`src/led_timer_pkg.sv`:
```
// Constants, field layout and period tables for the LED timer block
package led_timer_pkg;

  // ----------------------------------------------------------------
  // Clock and base tick
  // ----------------------------------------------------------------
  localparam int CLK_MHZ   = 200;
  localparam int TICK_US   = 1000;
  localparam int MS_CYCLES = TICK_US * CLK_MHZ;
  localparam int PER_W     = 11;

  // ----------------------------------------------------------------
  // Register map (offsets are word indices)
  // ----------------------------------------------------------------
  localparam logic [7:0] IDX_LEDPOL  = 8'h11;
  localparam logic [7:0] IDX_TIMER   = 8'h12;
  localparam logic [7:0] IDX_STATUS  = 8'h13;
  localparam logic [7:0] ADDR_LEDPOL = 8'(IDX_LEDPOL * 4);
  localparam logic [7:0] ADDR_TIMER  = 8'(IDX_TIMER * 4);
  localparam logic [7:0] ADDR_STATUS = 8'(IDX_STATUS * 4);

  // ----------------------------------------------------------------
  // Timer control and LED polarity fields
  // ----------------------------------------------------------------
  localparam int FORCE_BIT = 15;
  localparam int STR_HI    = 14;
  localparam int STR_LO    = 12;
  localparam int POL_BIT   = 11;
  localparam int BLINK_HI  = 10;
  localparam int BLINK_LO  = 8;
  localparam int INTEN_BIT = 7;
  localparam int OFF_HI    = 3;
  localparam int OFF_LO    = 2;
  localparam int ON_HI     = 1;
  localparam int ON_LO     = 0;
  localparam int LPOL_HI   = 5;
  localparam int LPOL_LO   = 4;

  localparam logic [15:0] TIMER_RST   = 16'h4905;
  localparam logic [15:0] TIMER_WMASK = 16'hFF8F;
  localparam logic [15:0] LEDPOL_RST  = 16'h0000;
  localparam logic [15:0] LEDPOL_WMASK = 16'h0030;

  // ----------------------------------------------------------------
  // Period tables in ms
  // ----------------------------------------------------------------
  typedef logic [PER_W-1:0] per_t;
  localparam per_t STRETCH_MS [0:7] = '{11'd21, 11'd21, 11'd42, 11'd84,
                                        11'd170, 11'd340, 11'd670,
                                        11'd1300};
  // Reserved blink codes fall back to the slowest rate
  localparam per_t BLINK_MS [0:7] = '{11'd42, 11'd84, 11'd170, 11'd340,
                                      11'd670, 11'd670, 11'd670,
                                      11'd670};
  localparam per_t SPEED_MS [0:3] = '{11'd84, 11'd170, 11'd340, 11'd670};

  // ----------------------------------------------------------------
  // State encodings
  // ----------------------------------------------------------------
  typedef enum logic [2:0]
  {
    STR_IDLE = 3'b001,
    STR_ARM  = 3'b010,
    STR_HOLD = 3'b100
  } stretch_state_t;

  typedef enum logic [1:0]
  {
    SPD_OFF = 2'b01,
    SPD_ON  = 2'b10
  } speed_state_t;

endpackage

```
`src/led_tick_if.sv`:
```
// Shared millisecond tick and clock enable between timer modules
`timescale 1ns/1ps
`default_nettype none
interface led_tick_if;
  logic msTick;
  logic ce;
  modport src (output msTick, input ce);
  modport dst (input msTick, input ce);
endinterface
`default_nettype wire

```
`src/ms_tick_gen.sv`:
```
// Free-running millisecond tick divided from the core clock
`timescale 1ns/1ps
`default_nettype none
module ms_tick_gen
#(
  parameter int MS_CYCLES = led_timer_pkg::MS_CYCLES
)
(
  input  wire logic   core_clk,
  input  wire logic   srst,
  led_tick_if.src     tick
);
  logic [17:0] divCnt_r;

  // ----------------------------------------------------------------
  // Divider
  // ----------------------------------------------------------------
  always_ff @(posedge core_clk)
  begin
    if (srst)
      divCnt_r <= 18'h00000;
    else if (tick.ce)
      divCnt_r <= (divCnt_r == 18'(MS_CYCLES - 1)) ? 18'h00000
                                                    : divCnt_r + 18'h00001;
  end

  assign tick.msTick = tick.ce && (divCnt_r == 18'(MS_CYCLES - 1));
endmodule
`default_nettype wire

```
`src/period_timer.sv`:
```
// Period counter on the ms tick; new length loads only at a boundary
`timescale 1ns/1ps
`default_nettype none
module period_timer
(
  input  wire logic                          core_clk,
  input  wire logic                          srst,
  led_tick_if.dst                            tick,
  input  wire logic [led_timer_pkg::PER_W-1:0] limitIn,
  output logic                               boundary
);
  logic [led_timer_pkg::PER_W-1:0] cnt_r;
  logic [led_timer_pkg::PER_W-1:0] lim_r;
  logic                            atEnd;

  assign atEnd    = (cnt_r >= lim_r - 11'h001);
  assign boundary = tick.ce && tick.msTick && atEnd;

  // ----------------------------------------------------------------
  // Counter and latched length
  // ----------------------------------------------------------------
  // Latching the length avoids a cut-short period on a mid-period write
  always_ff @(posedge core_clk)
  begin
    if (srst)
    begin
      cnt_r <= 11'h000;
      lim_r <= 11'h001;
    end
    else if (tick.ce && tick.msTick)
    begin
      if (atEnd)
      begin
        cnt_r <= 11'h000;
        lim_r <= limitIn;
      end
      else
        cnt_r <= cnt_r + 11'h001;
    end
  end
endmodule
`default_nettype wire

```
`src/led_timer_interrupt_ctrl.sv`:
```
// LED timing, activity stretch and interrupt output control with APB
`timescale 1ns/1ps
`default_nettype none
module led_timer_interrupt_ctrl
#(
  parameter int MS_CYCLES = led_timer_pkg::MS_CYCLES
)
(
  input  wire logic        core_clk,
  input  wire logic        srst,
  input  wire logic        ce,
  input  wire logic        psel,
  input  wire logic        penable,
  input  wire logic        pwrite,
  input  wire logic [7:0]  paddr,
  input  wire logic [31:0] pwdata,
  input  wire logic [3:0]  pstrb,
  output logic [31:0]      prdata,
  output logic             pready,
  output logic             pslverr,
  input  wire logic        intPending,
  input  wire logic        activityIn,
  input  wire logic        ledOnIn,
  input  wire logic        ledBlinkIn,
  input  wire logic        speedBlinkEn,
  output logic             interruptOutN,
  output logic             thirdLedPinO,
  output logic             thirdLedPinOe,
  output logic             activityStretched,
  output logic             blinkPhase,
  output logic             speedPulse
);
  led_tick_if tickBus ();

  logic [15:0]                   timerCtrl_r;
  logic [15:0]                   ledPol_r;
  logic [31:0]                   prdata_r;
  logic                          intActive;
  logic                          intLevel;
  logic                          ledLogic;
  logic                          blinkEdge;
  logic                          strEdge;
  logic                          speedEdge;
  logic                          mapped;
  logic                          wrEn;
  logic [15:0]                   wrMask;
  logic [15:0]                   statusWord;
  logic [2:0]                    strCode;
  logic [1:0]                    ledPolCode;
  logic [led_timer_pkg::PER_W-1:0] blinkLim;
  logic [led_timer_pkg::PER_W-1:0] strLim;
  logic [led_timer_pkg::PER_W-1:0] speedLim;
  led_timer_pkg::stretch_state_t strState_r;
  led_timer_pkg::stretch_state_t strState_nxt;
  led_timer_pkg::speed_state_t   spdState_r;
  led_timer_pkg::speed_state_t   spdState_nxt;

  assign tickBus.ce = ce;

  // ----------------------------------------------------------------
  // Timers
  // ----------------------------------------------------------------
  ms_tick_gen #(.MS_CYCLES(MS_CYCLES)) tickGen
  (
    .core_clk (core_clk),
    .srst     (srst),
    .tick     (tickBus)
  );

  period_timer blinkTimer
  (
    .core_clk (core_clk),
    .srst     (srst),
    .tick     (tickBus),
    .limitIn  (blinkLim),
    .boundary (blinkEdge)
  );

  period_timer strTimer
  (
    .core_clk (core_clk),
    .srst     (srst),
    .tick     (tickBus),
    .limitIn  (strLim),
    .boundary (strEdge)
  );

  period_timer speedTimer
  (
    .core_clk (core_clk),
    .srst     (srst),
    .tick     (tickBus),
    .limitIn  (speedLim),
    .boundary (speedEdge)
  );

  assign strCode  = timerCtrl_r[led_timer_pkg::STR_HI:led_timer_pkg::STR_LO];
  assign strLim   = led_timer_pkg::STRETCH_MS[strCode];
  assign blinkLim = led_timer_pkg::BLINK_MS[
    timerCtrl_r[led_timer_pkg::BLINK_HI:led_timer_pkg::BLINK_LO]];
  // Length handed over is for the phase that starts at the boundary
  assign speedLim = (spdState_r == led_timer_pkg::SPD_ON)
    ? led_timer_pkg::SPEED_MS[
        timerCtrl_r[led_timer_pkg::OFF_HI:led_timer_pkg::OFF_LO]]
    : led_timer_pkg::SPEED_MS[
        timerCtrl_r[led_timer_pkg::ON_HI:led_timer_pkg::ON_LO]];

  // ----------------------------------------------------------------
  // APB slave
  // ----------------------------------------------------------------
  assign mapped  = (paddr == led_timer_pkg::ADDR_TIMER)
                || (paddr == led_timer_pkg::ADDR_LEDPOL)
                || (paddr == led_timer_pkg::ADDR_STATUS);
  assign pready  = ce;
  assign pslverr = psel && penable && !mapped;
  assign wrEn    = psel && penable && pwrite && ce && mapped;
  assign wrMask  = {{8{pstrb[1]}}, {8{pstrb[0]}}};
  assign prdata  = prdata_r;

  always_ff @(posedge core_clk)
  begin
    if (srst)
      timerCtrl_r <= led_timer_pkg::TIMER_RST;
    else if (wrEn && paddr == led_timer_pkg::ADDR_TIMER)
      timerCtrl_r <= (timerCtrl_r & ~(wrMask & led_timer_pkg::TIMER_WMASK))
                   | (pwdata[15:0] & wrMask & led_timer_pkg::TIMER_WMASK);
  end

  always_ff @(posedge core_clk)
  begin
    if (srst)
      ledPol_r <= led_timer_pkg::LEDPOL_RST;
    else if (wrEn && paddr == led_timer_pkg::ADDR_LEDPOL)
      ledPol_r <= (ledPol_r & ~(wrMask & led_timer_pkg::LEDPOL_WMASK))
                | (pwdata[15:0] & wrMask & led_timer_pkg::LEDPOL_WMASK);
  end

  assign statusWord = {11'h000, speedPulse, blinkPhase, activityStretched,
                       thirdLedPinO, intActive};

  // Read data is caught in the setup cycle so the access needs no wait
  always_ff @(posedge core_clk)
  begin
    if (srst)
      prdata_r <= 32'h00000000;
    else if (ce && psel && !penable)
    begin
      case (paddr)
        led_timer_pkg::ADDR_TIMER:  prdata_r <= {16'h0000, timerCtrl_r};
        led_timer_pkg::ADDR_LEDPOL: prdata_r <= {16'h0000, ledPol_r};
        led_timer_pkg::ADDR_STATUS: prdata_r <= {16'h0000, statusWord};
        default:                    prdata_r <= 32'h00000000;
      endcase
    end
  end

  // ----------------------------------------------------------------
  // Interrupt output
  // ----------------------------------------------------------------
  assign intActive = intPending || timerCtrl_r[led_timer_pkg::FORCE_BIT];
  assign intLevel  = timerCtrl_r[led_timer_pkg::POL_BIT] ^ intActive;

  always_ff @(posedge core_clk)
  begin
    if (srst)
      interruptOutN <= 1'b1;
    else if (ce)
      interruptOutN <= intLevel;
  end

  // ----------------------------------------------------------------
  // Activity stretch
  // ----------------------------------------------------------------
  // Window ends on the second boundary after the last activity
  always_comb
  begin
    strState_nxt = strState_r;
    case (strState_r)
      led_timer_pkg::STR_IDLE:
        if (activityIn && strCode != 3'h0)
          strState_nxt = led_timer_pkg::STR_ARM;
      led_timer_pkg::STR_ARM:
        if (!activityIn && strEdge)
          strState_nxt = led_timer_pkg::STR_HOLD;
      led_timer_pkg::STR_HOLD:
        if (activityIn)
          strState_nxt = led_timer_pkg::STR_ARM;
        else if (strEdge)
          strState_nxt = led_timer_pkg::STR_IDLE;
      default:
        strState_nxt = led_timer_pkg::STR_IDLE;
    endcase
    if (strCode == 3'h0)
      strState_nxt = led_timer_pkg::STR_IDLE;
  end

  always_ff @(posedge core_clk)
  begin
    if (srst)
      strState_r <= led_timer_pkg::STR_IDLE;
    else if (ce)
      strState_r <= strState_nxt;
  end

  always_ff @(posedge core_clk)
  begin
    if (srst)
      activityStretched <= 1'b0;
    else if (ce)
      activityStretched <= activityIn
                        || (strState_nxt != led_timer_pkg::STR_IDLE);
  end

  // ----------------------------------------------------------------
  // Blink phase and speed pulses
  // ----------------------------------------------------------------
  always_ff @(posedge core_clk)
  begin
    if (srst)
      blinkPhase <= 1'b0;
    else if (blinkEdge)
      blinkPhase <= !blinkPhase;
  end

  always_comb
  begin
    spdState_nxt = spdState_r;
    case (spdState_r)
      led_timer_pkg::SPD_OFF:
        if (speedEdge && speedBlinkEn)
          spdState_nxt = led_timer_pkg::SPD_ON;
      led_timer_pkg::SPD_ON:
        if (speedEdge || !speedBlinkEn)
          spdState_nxt = led_timer_pkg::SPD_OFF;
      default:
        spdState_nxt = led_timer_pkg::SPD_OFF;
    endcase
  end

  always_ff @(posedge core_clk)
  begin
    if (srst)
      spdState_r <= led_timer_pkg::SPD_OFF;
    else if (ce)
      spdState_r <= spdState_nxt;
  end

  assign speedPulse = (spdState_r == led_timer_pkg::SPD_ON);

  // ----------------------------------------------------------------
  // Third LED pin
  // ----------------------------------------------------------------
  assign ledPolCode = ledPol_r[led_timer_pkg::LPOL_HI:led_timer_pkg::LPOL_LO];
  assign ledLogic   = ledBlinkIn ? (ledOnIn && blinkPhase) : ledOnIn;

  always_ff @(posedge core_clk)
  begin
    if (srst)
    begin
      thirdLedPinO  <= 1'b1;
      thirdLedPinOe <= 1'b1;
    end
    else if (ce)
    begin
      if (timerCtrl_r[led_timer_pkg::INTEN_BIT])
      begin
        thirdLedPinO  <= intLevel;
        thirdLedPinOe <= 1'b1;
      end
      else
      begin
        thirdLedPinO  <= ledPolCode[0] ? ledLogic : !ledLogic;
        thirdLedPinOe <= !ledPolCode[1] || ledLogic;
      end
    end
  end
endmodule
`default_nettype wire

```
`config.mk`:
```
export PLATFORM = sky130hd
export DESIGN_NAME = led_timer_interrupt_ctrl
export DESIGN_NICKNAME = d
export VERILOG_FILES = /design/src/led_timer_pkg.sv /design/src/led_tick_if.sv /design/src/ms_tick_gen.sv /design/src/period_timer.sv /design/src/led_timer_interrupt_ctrl.sv
export SDC_FILE = /design/constraint.sdc
export NUM_CORES = 1
export LEC_CHECK = 0
export BUFFER_PORTS_ARGS = -buffer_cell sky130_fd_sc_hd__buf_4
export CAP_MARGIN = 25
export CORE_MARGIN = 8
export CORE_UTILIZATION = 61
export CTS_CLUSTER_DIAMETER = 200
export CTS_CLUSTER_SIZE = 20
export DETAILED_ROUTE_END_ITERATION = 8
export PLACE_DENSITY = 0.95
export SYNTH_ARGS = -nofsm -noshare
export SYNTH_HDL_FRONTEND = slang
export SYNTH_HIERARCHICAL = 1
export SYNTH_SLANG_ARGS = --single-unit
export TNS_END_PERCENT = 100
```
`constraint.sdc`:
```
create_clock -name core_clk -period 7.6 [get_ports core_clk]
set_input_delay 1.52 -clock core_clk [delete_from_list [all_inputs] [get_ports core_clk]]
set_output_delay 1.52 -clock core_clk [all_outputs]
set_load 0.1 [all_outputs]
```
==> impl_results.md <==
- Slew Limit Headroom: 30.8%
- Switching pwr: 0.382 mW
- # placed instances: 1005
- Max-slew violation count: 0
- Pre-CTS WS: 3.01 ns
- Aggregate global routing overflow: 0
- Ys flop type: dfxtp_1
- CP startpoint kind: input port
- Die Wd: 126 um
- Layout cells sized above 1: 16.2%
- Post-Synth XOR/XNOR Area: 8.12%
- Crit path max fanout: 4
- Pint: 1.20 mW
- Cts bufs inserted: 17
- Most common cell in the netlist: dfxtp_1
- Worst-Margin Slew: 1.03 ns
- YS warnings: 6
- Num rows: 40
- Fin crit share: 59.1%
- Number of clock sinks: 124
- Synth cell types: 68
- Main combinational cell family by area after synthesis: simple AND/OR/NAND/NOR gates
- Synth top area cells: dfxtp_1 (34%), ha_1 (6.8%), mux2i_1 (6.0%), nand2b_1 (5.8%), xnor2_1 (5.3%)
- RSZ-0062 raised after global routing: no
- CP max stage cell: or4_4
- Clk_skew: 0.00647 ns
- Root Buffer: clkbuf_16
- Synth async-reset ratio: 0%
- TritonCTS clock tree: built
- WP data arrival: 2.97 ns
- Core area: 11900 um2
- IO Pins: 95
- First-pass GRT wire length: 28900 um
- Layout fillers: 831
- Count of buffer and inverter cells on the critical path: 2
- Post-Route WL: 17700 um
- Final TNS setup: 0 ns
- CTS resizes: 0
- R2R Setup Slk: 3.94 ns
- Sequential power share: 41.5%
- Via density: 6.01
- Final HPWL DP: 11500 um
- Cell Area, Synth: 7330 um2
- Reg2reg start: strTimer/lim_r[2]$_SDFFE_PP0P_
- Clock latency on the worst-skew pair: 0.43 ns
- Final setup viols: 0
- Cell mode on critical path: buf_4
- Worst hold margin: 0.458 ns
- Iteration count of the initial detailed-routing pass: 5
- F_max: 223 MHz
- Post-Synth Simple-Gate Area: 30.0%
- Power consumption: 1.58 mW
- DR vias: 6223
- VDD IR max: 0.000174 V
- Largest stage delay, worst path: 0.58 ns
- CP cell instances: buf_4, or4_4, nor2_1, o21ai_0, and3_1, buf_4
- Fin util: 70.2%
- Worst Reg-to-Reg Cells: 13
- Yosys top cell area share: 33.8%
- Fin crit period: 4.49 ns
- CP endpoint kind: output port
- Synth Instances: 824
- Post-synthesis adder-cell area fraction: 6.82%
- Post-CTS Setup Inserts: 0
- Setup Crit Path Kind: in -> out
- Commonest cells post-synth: dfxtp_1 (124), nor2_1 (78), nand2b_1 (68)
- Final instance area: 8320 um2
- Vias in the first global route: 6055
- Leakage: 3.23 nW
- Status: complete, no violations
- Clock share of power: 51.5%
- Hold Violations, Final: 0
- # nets final: 972
- Combinational share of power: 6.9%
- Layout area overhead: 13.5%
- Full die area: 15800 um2
- Number of synthesized flops with an enable pin: 0
- DP Area: 7730 um2
- Hold-critical path depth: 2
- Reg-to-reg endpoint: activityStretched$_SDFFE_PP0P_
- Synth Area in Compound Gates: 8.79%
- Initial antenna violation count: 0
- H-tree level count: 4
- Hold endpoint: prdata[5]$_SDFFE_PP0P_
- WP data required: 6.08 ns
- DR DRC count: 0
- Drt wl/cell: 17.1 um
- Mux cell area share after synthesis: 6.62%
- Sw Share: 24.2%
- Ant. Diodes: 0
- DR iter-0 viols: 540
- Clock transition at path regs: 0.06 ns
- Class of the worst hold path: reg -> reg
- Post-synthesis sequential area ratio: 33.8%
- MaxCap Viol Count: 0
- Mean post-synth cell area: 8.90 um2
- PnR worst setup slack: 3.11 ns
- Count of hold-fix buffers inserted at cts: 0
- Largest net degree at the start of global routing: 88
- Min-delay src: prdata[5]$_SDFFE_PP0P_
- Area leader, netlist: dfxtp_1
- FF+latch count, synth: 124
- Cell Count, Final, Fillers Out: 1036
- Global Route Usage Sum: 22.3%
- Power Density: 190 nW/um2
- Die height: 126 um
- Initial Util: 61.8%
- Max clock buf depth: 2
- I/O Buffers: 58
- CP top delay family: simple AND/OR/NAND/NOR gates
- Routability cong.: 0.823
- Remaining antenna violation count: 0
## worst min-delay path, delay by kind of cell (launching register included)
kind / cells / cell delay [ns]
AND/OR/NAND/NOR: 1 / 0.05
flip-flops: 1 / 0.31
AO/OA/AOI/OAI: 1 / 0.05
## cells in the final DEF (no fill, tap or decap), types with 4 or more instances in the layout
master,synthesis,layout
nor3b_1,8,8
nand3b_1,10,10
nor2_1,78,78
nor2b_1,8,8
dfxtp_1,124,124
nand2b_1,68,68
nand2_1,57,57
xor2_1,24,24
xnor2_1,44,44
inv_1,31,31
buf_4,19,59
nand4_1,34,34
ha_1,40,40
and4_1,5,5
nor3_2,19,19
a21oi_1,34,34
mux2_2,4,4
a22oi_1,9,9
clkinv_2,0,5
conb_1,1,21
and3_1,6,6
o21ai_0,12,12
clkbuf_16,0,17
nor4_1,9,9
o211ai_1,4,4
nor3_1,31,31
and2_1,5,5
nand3_1,12,12
mux2i_1,44,44
## metal layers
layer  vias up  global-route usage, %  part of all wire, %
li1       2962                      -                    -
met1      2931                   24.4                   39
met2       257                   37.9                   50
met3        73                   6.37                  7.3
met4         0                   13.0                  4.1
met5         -                      0                    0
## kinds of logic (layout without fill, tap and decap cells)
kind of cell,after synthesis,in the layout
DFF,124,124
xor gates and xnor gates,68,68
other,1,21
buffers and inverters,76,121
adders and majority gates,40,40
muxes,48,48
and+or+nand+nor,376,376
AOI/OAI and AO/OA,91,91
## cell type report
cell class                      instances  area, um2  area share (%)
Tap cell                              147        184            2.21
Inverter                               31        116            1.40
Timing Repair Buffer                   59        443            5.32
Multi-Input combinational cell        644       4510            54.2
Clock inverter                         12        146            1.76
Sequential cell                       124       2480            29.8
Clock buffer                           19        443            5.32
## worst max path at each step
stage / from / end / slack, ns / cells past startpoint
final: paddr[1] / pslverr / 3.11 / 6
after global routing: ce / activityStretched$_SDFFE_PP0P_ / 3.01 / 9
after CTS: paddr[1] / pslverr / 3.12 / 6
after detailed placement: ce / activityStretched$_SDFFE_PP0P_ / 3.01 / 9
after global placement: ce / activityStretched$_SDFFE_PP0P_ / 3.05 / 9
after floorplan: paddr[1] / pslverr / 3.24 / 4
## power groups by stage
stage               combinational (mW)  clock [mW]  sequential (mW)
finish                           0.110       0.815            0.657
global route                     0.115       0.848            0.657
CTS                              0.109       0.822            0.657
detailed placement               0.108           0            0.671
global placement                 0.106           0            0.671
floorplan                       0.0811           0            0.678
Note: power is estimated with default switching activity, not from simulation.
